`config.mk`:
```
export PLATFORM = sky130hd
export DESIGN_NAME = rtcal_regs
export DESIGN_NICKNAME = d
export VERILOG_FILES = /design/src/rtcal_pkg.sv /design/src/rtcal_cmp_if.sv /design/src/rtcal_match.sv /design/src/rtcal_regs.sv
export SDC_FILE = /design/constraint.sdc
export NUM_CORES = 1
export LEC_CHECK = 0
export ABC_AREA = 1
export BUFFER_PORTS_ARGS = -buffer_cell sky130_fd_sc_hd__buf_4
export CORE_MARGIN = 1
export CORE_UTILIZATION = 55
export CTS_BUF_LIST = sky130_fd_sc_hd__clkbuf_8
export DETAILED_ROUTE_END_ITERATION = 10
export PLACE_DENSITY = 0.95
export SYNTH_ARGS = -nofsm -noshare
export SYNTH_HDL_FRONTEND = slang
export SYNTH_SLANG_ARGS = --single-unit
export TNS_END_PERCENT = 20
```
`constraint.sdc`:
```
create_clock -name clock -period 2.4 [get_ports clock]
set_input_delay 0 -clock clock [delete_from_list [all_inputs] [get_ports clock]]
set_output_delay 0 -clock clock [all_outputs]
set_load 0.05 [all_outputs]
```
`src/rtcal_pkg.sv`:
```
// Constants for the century and alarm register block
// Assumes an AHB-Lite slave with 32-bit data, one register per aligned word
// Notes on behaviour
// The century count keeps its value through reset; no reset value is loaded.
// The encoding select bit chooses binary when 0 and packed decimal when 1.
// The century count takes writes only while unlocked; reads always work.
// In decimal form the century holds tens in bits 7:4 and ones in bits 3:0, each 0 to 9.
// In binary form the century is one unsigned byte from 00h to 63h.
// Alarm seconds keeps its value through reset and is freely read and written.
// In decimal form alarm seconds holds tens 0 to 5 high and ones 0 to 9 low.
// In binary form alarm seconds is one byte from 00h to 3Bh.
// Alarm hours keeps its value through reset and is freely read and written.
// In decimal form alarm hours holds tens 0 to 2 high and ones 0 to 9 low.
// In binary form alarm hours is one byte from 00h to 17h, a 24-hour count.
// An alarm match can wake the device from sleep by issuing a reset.
// The alarm fires when current seconds and hours equal the alarm values, same encoding.
`default_nettype none

package rtcal_pkg;
  // ----------------------------------------------------------------
  // Register indices and byte addresses
  // ----------------------------------------------------------------
  localparam logic [7:0]  century_count_idx = 8'hE7;
  localparam logic [7:0]  alarm_seconds_idx = 8'hE8;
  localparam logic [7:0]  alarm_hours_idx   = 8'hEA;
  localparam logic [7:0]  control_idx       = 8'hF0;
  localparam logic [7:0]  status_idx        = 8'hF1;
  localparam logic [11:0] century_count_addr = {2'h0, century_count_idx, 2'h0};
  localparam logic [11:0] alarm_seconds_addr = {2'h0, alarm_seconds_idx, 2'h0};
  localparam logic [11:0] alarm_hours_addr   = {2'h0, alarm_hours_idx, 2'h0};
  localparam logic [11:0] control_addr       = {2'h0, control_idx, 2'h0};
  localparam logic [11:0] status_addr        = {2'h0, status_idx, 2'h0};
  // ----------------------------------------------------------------
  // Control and status fields
  // ----------------------------------------------------------------
  localparam int          ctl_bcd_bit      = 0;
  localparam int          ctl_lock_bit     = 1;
  localparam int          ctl_alarm_en_bit = 2;
  localparam int          ctl_wake_en_bit  = 3;
  localparam int          sts_match_bit    = 0;
  localparam int          sts_wake_bit     = 1;
  localparam logic [3:0]  control_reset    = 4'h0;
  localparam logic [3:0]  digit_max        = 4'h9;
  // Wake reset pulse length
  localparam int          wake_pulse_ns    = 20;
  localparam int          clock_mhz        = 200;
  localparam int          wake_cycles      = (wake_pulse_ns * clock_mhz + 999) / 1000;
  localparam logic [2:0]  wake_count_init  = 3'(wake_cycles);
  // ----------------------------------------------------------------
  // Bus slave states
  // ----------------------------------------------------------------
  typedef enum logic [0:0]
  {
    bus_idle  = 1'b0,
    bus_write = 1'b1
  } rtcal_bus_type;
endpackage

`default_nettype wire

```
`src/rtcal_cmp_if.sv`:
```
// Interface between register block and alarm comparator
// Assumes both ends share the one clock
`timescale 1ns/1ps
`default_nettype none

interface rtcal_cmp_if;
  logic [7:0] alarm_seconds;
  logic [7:0] alarm_hours;
  logic [7:0] now_seconds;
  logic [7:0] now_hours;
  logic       bcd_mode;
  logic       match;
  modport regs (output alarm_seconds, output alarm_hours, output now_seconds,
                output now_hours, output bcd_mode, input match);
  modport cmp  (input alarm_seconds, input alarm_hours, input now_seconds,
                input now_hours, input bcd_mode, output match);
endinterface

`default_nettype wire

```
`src/rtcal_match.sv`:
```
// Alarm comparator with encoding check
// Assumes current time counters use the same encoding as the alarm values
`timescale 1ns/1ps
`default_nettype none

module rtcal_match
(
  // Clock and reset
  input  wire logic clock,
  input  wire logic rst_n,
  // Compare values
  rtcal_cmp_if.cmp  cmp
);
  function automatic logic digits_ok(input logic [7:0] v);
    digits_ok = (v[7:4] <= rtcal_pkg::digit_max) && (v[3:0] <= rtcal_pkg::digit_max);
  endfunction

  logic same;
  logic last_same;

  // Both sides compared raw in the selected encoding
  assign same = (cmp.now_seconds == cmp.alarm_seconds)
             && (cmp.now_hours == cmp.alarm_hours)
             && (!cmp.bcd_mode
                 || (digits_ok(cmp.now_seconds) && digits_ok(cmp.now_hours)));

  // ----------------------------------------------------------------
  // Rising edge of equality gives one event
  // ----------------------------------------------------------------
  always_ff @(posedge clock or negedge rst_n)
  begin
    if (!rst_n)
    begin
      last_same <= 1'b0;
      cmp.match <= 1'b0;
    end
    else
    begin
      last_same <= same;
      cmp.match <= same && !last_same;
    end
  end
endmodule

`default_nettype wire

```
`src/rtcal_regs.sv`:
```
// Century count, alarm seconds and alarm hours registers on AHB-Lite
// Assumes current seconds and hours come from the clock counters in this domain
//
// Our own choice: the AHB-Lite interface to the registers.
`timescale 1ns/1ps
`default_nettype none

module rtcal_regs
(
  // Clock and reset
  input  wire logic        clock,
  input  wire logic        nrst,
  // AHB-Lite slave
  input  wire logic        hsel,
  input  wire logic [11:0] haddr,
  input  wire logic [1:0]  htrans,
  input  wire logic        hwrite,
  input  wire logic [2:0]  hsize,
  input  wire logic [31:0] hwdata,
  input  wire logic        hready,
  output logic      [31:0] hrdata,
  output logic             hreadyout,
  output logic             hresp,
  // Current time
  input  wire logic [7:0]  now_seconds,
  input  wire logic [7:0]  now_hours,
  input  wire logic        sleeping,
  // Alarm events
  output logic             alarm_event,
  output logic             wake_reset
);
  logic                   rst_meta;
  logic                   rst_n;
  rtcal_pkg::rtcal_bus_type state;
  logic [11:0]            wr_addr;
  logic [7:0]             century_count;
  logic [7:0]             alarm_seconds;
  logic [7:0]             alarm_hours;
  logic [3:0]             control;
  logic                   match_seen;
  logic                   wake_seen;
  logic [2:0]             wake_count;
  logic                   take;
  logic                   wr_now;
  logic [7:0]             wbyte;
  logic [31:0]            next_rdata;

  rtcal_cmp_if cmp_bus ();

  // ----------------------------------------------------------------
  // Reset release
  // ----------------------------------------------------------------
  always_ff @(posedge clock or negedge nrst)
  begin
    if (!nrst)
    begin
      rst_meta <= 1'b0;
      rst_n    <= 1'b0;
    end
    else
    begin
      rst_meta <= 1'b1;
      rst_n    <= rst_meta;
    end
  end

  // ----------------------------------------------------------------
  // Bus address phase
  // ----------------------------------------------------------------
  assign take   = hsel && hready && htrans[1];
  assign wr_now = (state == rtcal_pkg::bus_write);
  assign wbyte  = hwdata[7:0];

  always_ff @(posedge clock or negedge rst_n)
  begin
    if (!rst_n)
    begin
      state   <= rtcal_pkg::bus_idle;
      wr_addr <= 12'h000;
    end
    else
    begin
      if (take && hwrite)
      begin
        state   <= rtcal_pkg::bus_write;
        wr_addr <= haddr;
      end
      else
      begin
        state   <= rtcal_pkg::bus_idle;
      end
    end
  end

  always_ff @(posedge clock or negedge rst_n)
  begin
    if (!rst_n)
    begin
      hreadyout <= 1'b1;
      hresp     <= 1'b0;
    end
    else
    begin
      hreadyout <= 1'b1;
      hresp     <= 1'b0;
    end
  end

  // ----------------------------------------------------------------
  // Kept registers, no reset
  // ----------------------------------------------------------------
  always_ff @(posedge clock)
  begin
    if (wr_now && wr_addr == rtcal_pkg::century_count_addr
        && !control[rtcal_pkg::ctl_lock_bit])
    begin
      century_count <= wbyte;
    end
  end

  always_ff @(posedge clock)
  begin
    if (wr_now && wr_addr == rtcal_pkg::alarm_seconds_addr)
    begin
      alarm_seconds <= wbyte;
    end
  end

  always_ff @(posedge clock)
  begin
    if (wr_now && wr_addr == rtcal_pkg::alarm_hours_addr)
    begin
      alarm_hours <= wbyte;
    end
  end

  // ----------------------------------------------------------------
  // Control register
  // ----------------------------------------------------------------
  always_ff @(posedge clock or negedge rst_n)
  begin
    if (!rst_n)
    begin
      control <= rtcal_pkg::control_reset;
    end
    else if (wr_now && wr_addr == rtcal_pkg::control_addr)
    begin
      control <= hwdata[3:0];
    end
  end

  // ----------------------------------------------------------------
  // Alarm comparison
  // ----------------------------------------------------------------
  assign cmp_bus.alarm_seconds = alarm_seconds;
  assign cmp_bus.alarm_hours   = alarm_hours;
  assign cmp_bus.now_seconds   = now_seconds;
  assign cmp_bus.now_hours     = now_hours;
  assign cmp_bus.bcd_mode      = control[rtcal_pkg::ctl_bcd_bit];

  rtcal_match u_match
  (
    .clock (clock),
    .rst_n (rst_n),
    .cmp   (cmp_bus)
  );

  // ----------------------------------------------------------------
  // Sticky status, set wins over write-one-to-clear
  // ----------------------------------------------------------------
  always_ff @(posedge clock or negedge rst_n)
  begin
    if (!rst_n)
    begin
      match_seen <= 1'b0;
      wake_seen  <= 1'b0;
    end
    else
    begin
      if (cmp_bus.match && control[rtcal_pkg::ctl_alarm_en_bit])
      begin
        match_seen <= 1'b1;
      end
      else if (wr_now && wr_addr == rtcal_pkg::status_addr
               && hwdata[rtcal_pkg::sts_match_bit])
      begin
        match_seen <= 1'b0;
      end
      if (wake_count == 3'h0 && cmp_bus.match && sleeping
          && control[rtcal_pkg::ctl_wake_en_bit])
      begin
        wake_seen <= 1'b1;
      end
      else if (wr_now && wr_addr == rtcal_pkg::status_addr
               && hwdata[rtcal_pkg::sts_wake_bit])
      begin
        wake_seen <= 1'b0;
      end
    end
  end

  // ----------------------------------------------------------------
  // Alarm outputs
  // ----------------------------------------------------------------
  always_ff @(posedge clock or negedge rst_n)
  begin
    if (!rst_n)
    begin
      alarm_event <= 1'b0;
      wake_reset  <= 1'b0;
      wake_count  <= 3'h0;
    end
    else
    begin
      alarm_event <= cmp_bus.match && control[rtcal_pkg::ctl_alarm_en_bit];
      if (wake_count != 3'h0)
      begin
        wake_count <= wake_count - 3'h1;
        wake_reset <= (wake_count != 3'h1);
      end
      else if (cmp_bus.match && sleeping && control[rtcal_pkg::ctl_wake_en_bit])
      begin
        wake_count <= rtcal_pkg::wake_count_init;
        wake_reset <= 1'b1;
      end
      else
      begin
        wake_reset <= 1'b0;
      end
    end
  end

  // ----------------------------------------------------------------
  // Read data
  // ----------------------------------------------------------------
  always_comb
  begin
    next_rdata = 32'h0000_0000;
    case (haddr)
      rtcal_pkg::century_count_addr: next_rdata = {24'h000000, century_count};
      rtcal_pkg::alarm_seconds_addr: next_rdata = {24'h000000, alarm_seconds};
      rtcal_pkg::alarm_hours_addr:   next_rdata = {24'h000000, alarm_hours};
      rtcal_pkg::control_addr:       next_rdata = {28'h0000000, control};
      rtcal_pkg::status_addr:        next_rdata = {30'h00000000, wake_seen, match_seen};
      default:                       next_rdata = 32'h0000_0000;
    endcase
  end

  always_ff @(posedge clock or negedge rst_n)
  begin
    if (!rst_n)
    begin
      hrdata <= 32'h0000_0000;
    end
    else if (take && !hwrite)
    begin
      hrdata <= next_rdata;
    end
  end
endmodule

`default_nettype wire

```
==> out/metrics.cfg <==
[pwr]
power_leakage_nw=1.913
switchingPower_mw=0.7321
intPower_mw=1.728
vdd_drop_max_uv=541.7
p_sw_frac=0.2976
p_clk_frac=0.374
combPwrFrac=0.157
p_per_area_nw_per_um2=621.1
p_seq_frac=0.469

[floorplan]
core-area_um2=5507
rows=27
initial_core_util=0.5690
io-pin-count=107
die_h_um=77.48
die_area_um2=6002
fp.dieW_um=77.48

[placement]
port_buffers=52
gp_congestion=0.9675
hpwlAfterDp_um=5492
dpl_cell_area_um2=3511

[job]
maxCapViolCount=0

[worst_setup_path]
cpMaxStageDelayCell=nor2_1
reg2reg_depth=4
cp-endpoint=alarm_seconds[7]$_DFFE_PP_
worstSetupEndpointType=flip-flop
timing.rr.end=alarm_seconds[7]$_DFFE_PP_
cp.required_ps=2390
path_max_fanout=8
r2r_slack_ps=390
cpPeakStageDelay_ps=510
cp-startpoint=wr_addr[1]$_DFFE_PN0P_
critPathKind=reg2reg
cp-start-kind=flip-flop
worstPathArrival_ps=2000
timing.rr.start=wr_addr[1]$_DFFE_PN0P_
path_cells=or2_1 -> nor3_2 -> nand2_1 -> nor2_1

[drt]
drtIter0Drc=308
drc=0
vias=2758
drt_pass1_iterations=6
post_drt_wl_per_cell_um=15.06
finalWirelength_um=7831
vias_per_cell=5.304
ant_nets=0

[finish]
final_area_um2=3960
final_nets=514
layout-drive-gt1-share=0.2210
syn2layout_area_growth_pct=26.40
diodes=0

[global_route]
grtUsageTotal=0.2880
antenna_found_initial=0
grt.overflow.total=0
grt_util_met2=0.4726
grt_pass1_vias=2779
grt_max_degree=22
grt_first_pass_wirelength_um=12790
grt_busiest_layer=met2
grt.met3_usage=0.07176
use_met1=0.3325

[synth]
synthCells=356
synth_warnings=0
yosysUniqueCellTypes=27
ys_ff_latch=60
synth-seq-area-share=0.5176
synth_area_per_cell_um2=8.801
syn_area_um2=3133

[timing]
fin_crit_ps=2013
finalMaxSlewViolations=0
slew_headroom=0.5728
fin_setup_tns_ps=0
finalCritPeriodShare=0.8387
rsz0062_at_grt=false
finalSetupViolations=0
max_freq_mhz=496.8
final_hold_viol_count=0
worst_pin_slew_ps=638.4
clock_skew_ps=10.32

[status]
status=finished clean

[clock_network]
post_cts_resized=0
cts_setup_buffers=0
max-clock-path-buffers=2
root_buffer=clkbuf_8
clkTransAtPathRegs_ps=80
cts_max_level=3
cts_buffers=9
clk_latency_ps=350
ctsHoldBuffers=25
cts_tree=yes
clock_sinks=60

[worst_hold_path]
hp-class=in2reg
hp-start=hready

[critical path, delay by kind of cell (launching register included)]
family           cells  cell delay, ps
AND/OR/NAND/NOR      4            1240
flip-flops           1             390
[worst min-delay path by stage]
stage                                  to  slack (ps)  cells after the start
finish              hrdata[5]$_DFFE_PN0P_          70                      5
CTS                 hrdata[5]$_DFFE_PN0P_          70                      5
global placement       rst_meta$_DFF_PN0_        -220                      1
floorplan              rst_meta$_DFF_PN0_        -300                      0
global route        hrdata[5]$_DFFE_PN0P_         100                      5
detailed placement        rst_n$_DFF_PN0_        -220                      1
[stage by stage]
step                utilization  hold WS [ps]  std cells  power, mW  setup WS, ps
floorplan                     -        -295.6        381      1.427         461.3
global placement         0.6376        -216.7        479      1.499         589.6
detailed placement       0.6376        -216.7        479      1.516         469.3
CTS                      0.7192         73.95        520      2.453         443.9
global route             0.7192         99.23        520      2.549         271.5
finish                   0.7192         71.82        520      2.460         387.0
[flip-flops by register name (all words and copies together), names as in the netlist, 3 cells and up]
register / count
wr_addr: 12
alarm_seconds: 8
wake_count: 3
control: 4
century_count: 8
hrdata: 8
alarm_hours: 8
[synthesized netlist by cell type, drive strengths merged]
cell type  instances  area [µm²]
nand2             85       329.1
nor2              48       227.7
nand3             41       215.2
dfrtp             36       900.9
inv               35       131.4
buf               29       219.0
edfxtp            24       720.7
o21ai             22       110.1
xor2              16       140.1
nor3               5       46.30
a21oi              4       27.53
nand4              4       25.02
nor4               3       18.77
conb               2       7.510
nor3b              1       7.510
or2                1       6.260
[cell type report]
type	instances	area (µm²)
clock inverter	7	75.07
inverter	35	131.4
multi-input combinational	257	1255
fill	385	1546
clock buffer	9	123.9
sequential	60	1622
timing repair buffer	80	663.1
tap	72	90.09
[power groups by stage]
stage                     logic [mW]  clock network [mW]  registers (mW)
after CTS                      0.380               0.923            1.15
after floorplan                0.237                   0            1.19
after global placement         0.332                   0            1.17
final                          0.386               0.920            1.15
after detailed placement       0.346                   0            1.17
after global routing           0.414               0.976            1.16
[cell usage in the layout, fill, tap and decap left out, drive strengths merged, types with 2 or more instances in the layout]
| master | Yosys | routed |
|---|---|---|
| inv | 35 | 37 |
| xor2 | 16 | 16 |
| nand2 | 85 | 85 |
| edfxtp | 24 | 24 |
| nor4 | 3 | 3 |
| nand3 | 41 | 41 |
| nor2 | 48 | 48 |
| nor3 | 5 | 5 |
| dlygate4sd3 | 0 | 25 |
| dfrtp | 36 | 36 |
| clkinvlp | 0 | 2 |
| conb | 2 | 27 |
| clkbuf | 0 | 9 |
| nand4 | 4 | 4 |
| buf | 29 | 55 |
| clkinv | 0 | 2 |
| a21oi | 4 | 4 |
| o21ai | 22 | 22 |
[metal layers]
metal | vias up | routed length (µm)
li1 | 1270 | -
met1 | 1281 | 2905
met2 | 170 | 3899
met3 | 37 | 723
met4 | 0 | 302
met5 | - | 0
[cell families (layout without fill, tap and decap cells)]
| kind of cell | count (synthesis) | in the layout | synth area share |
|---|---|---|---|
| compound gates | 26 | 26 | 0.04393 |
| xor+xnor | 16 | 16 | 0.04473 |
| buf+inv | 64 | 131 | 0.1118 |
| flops | 60 | 60 | 0.5176 |
| other cells | 2 | 27 | 0.002397 |
| simple gates | 188 | 188 | 0.2796 |
Power figures use the tool's default switching activity.
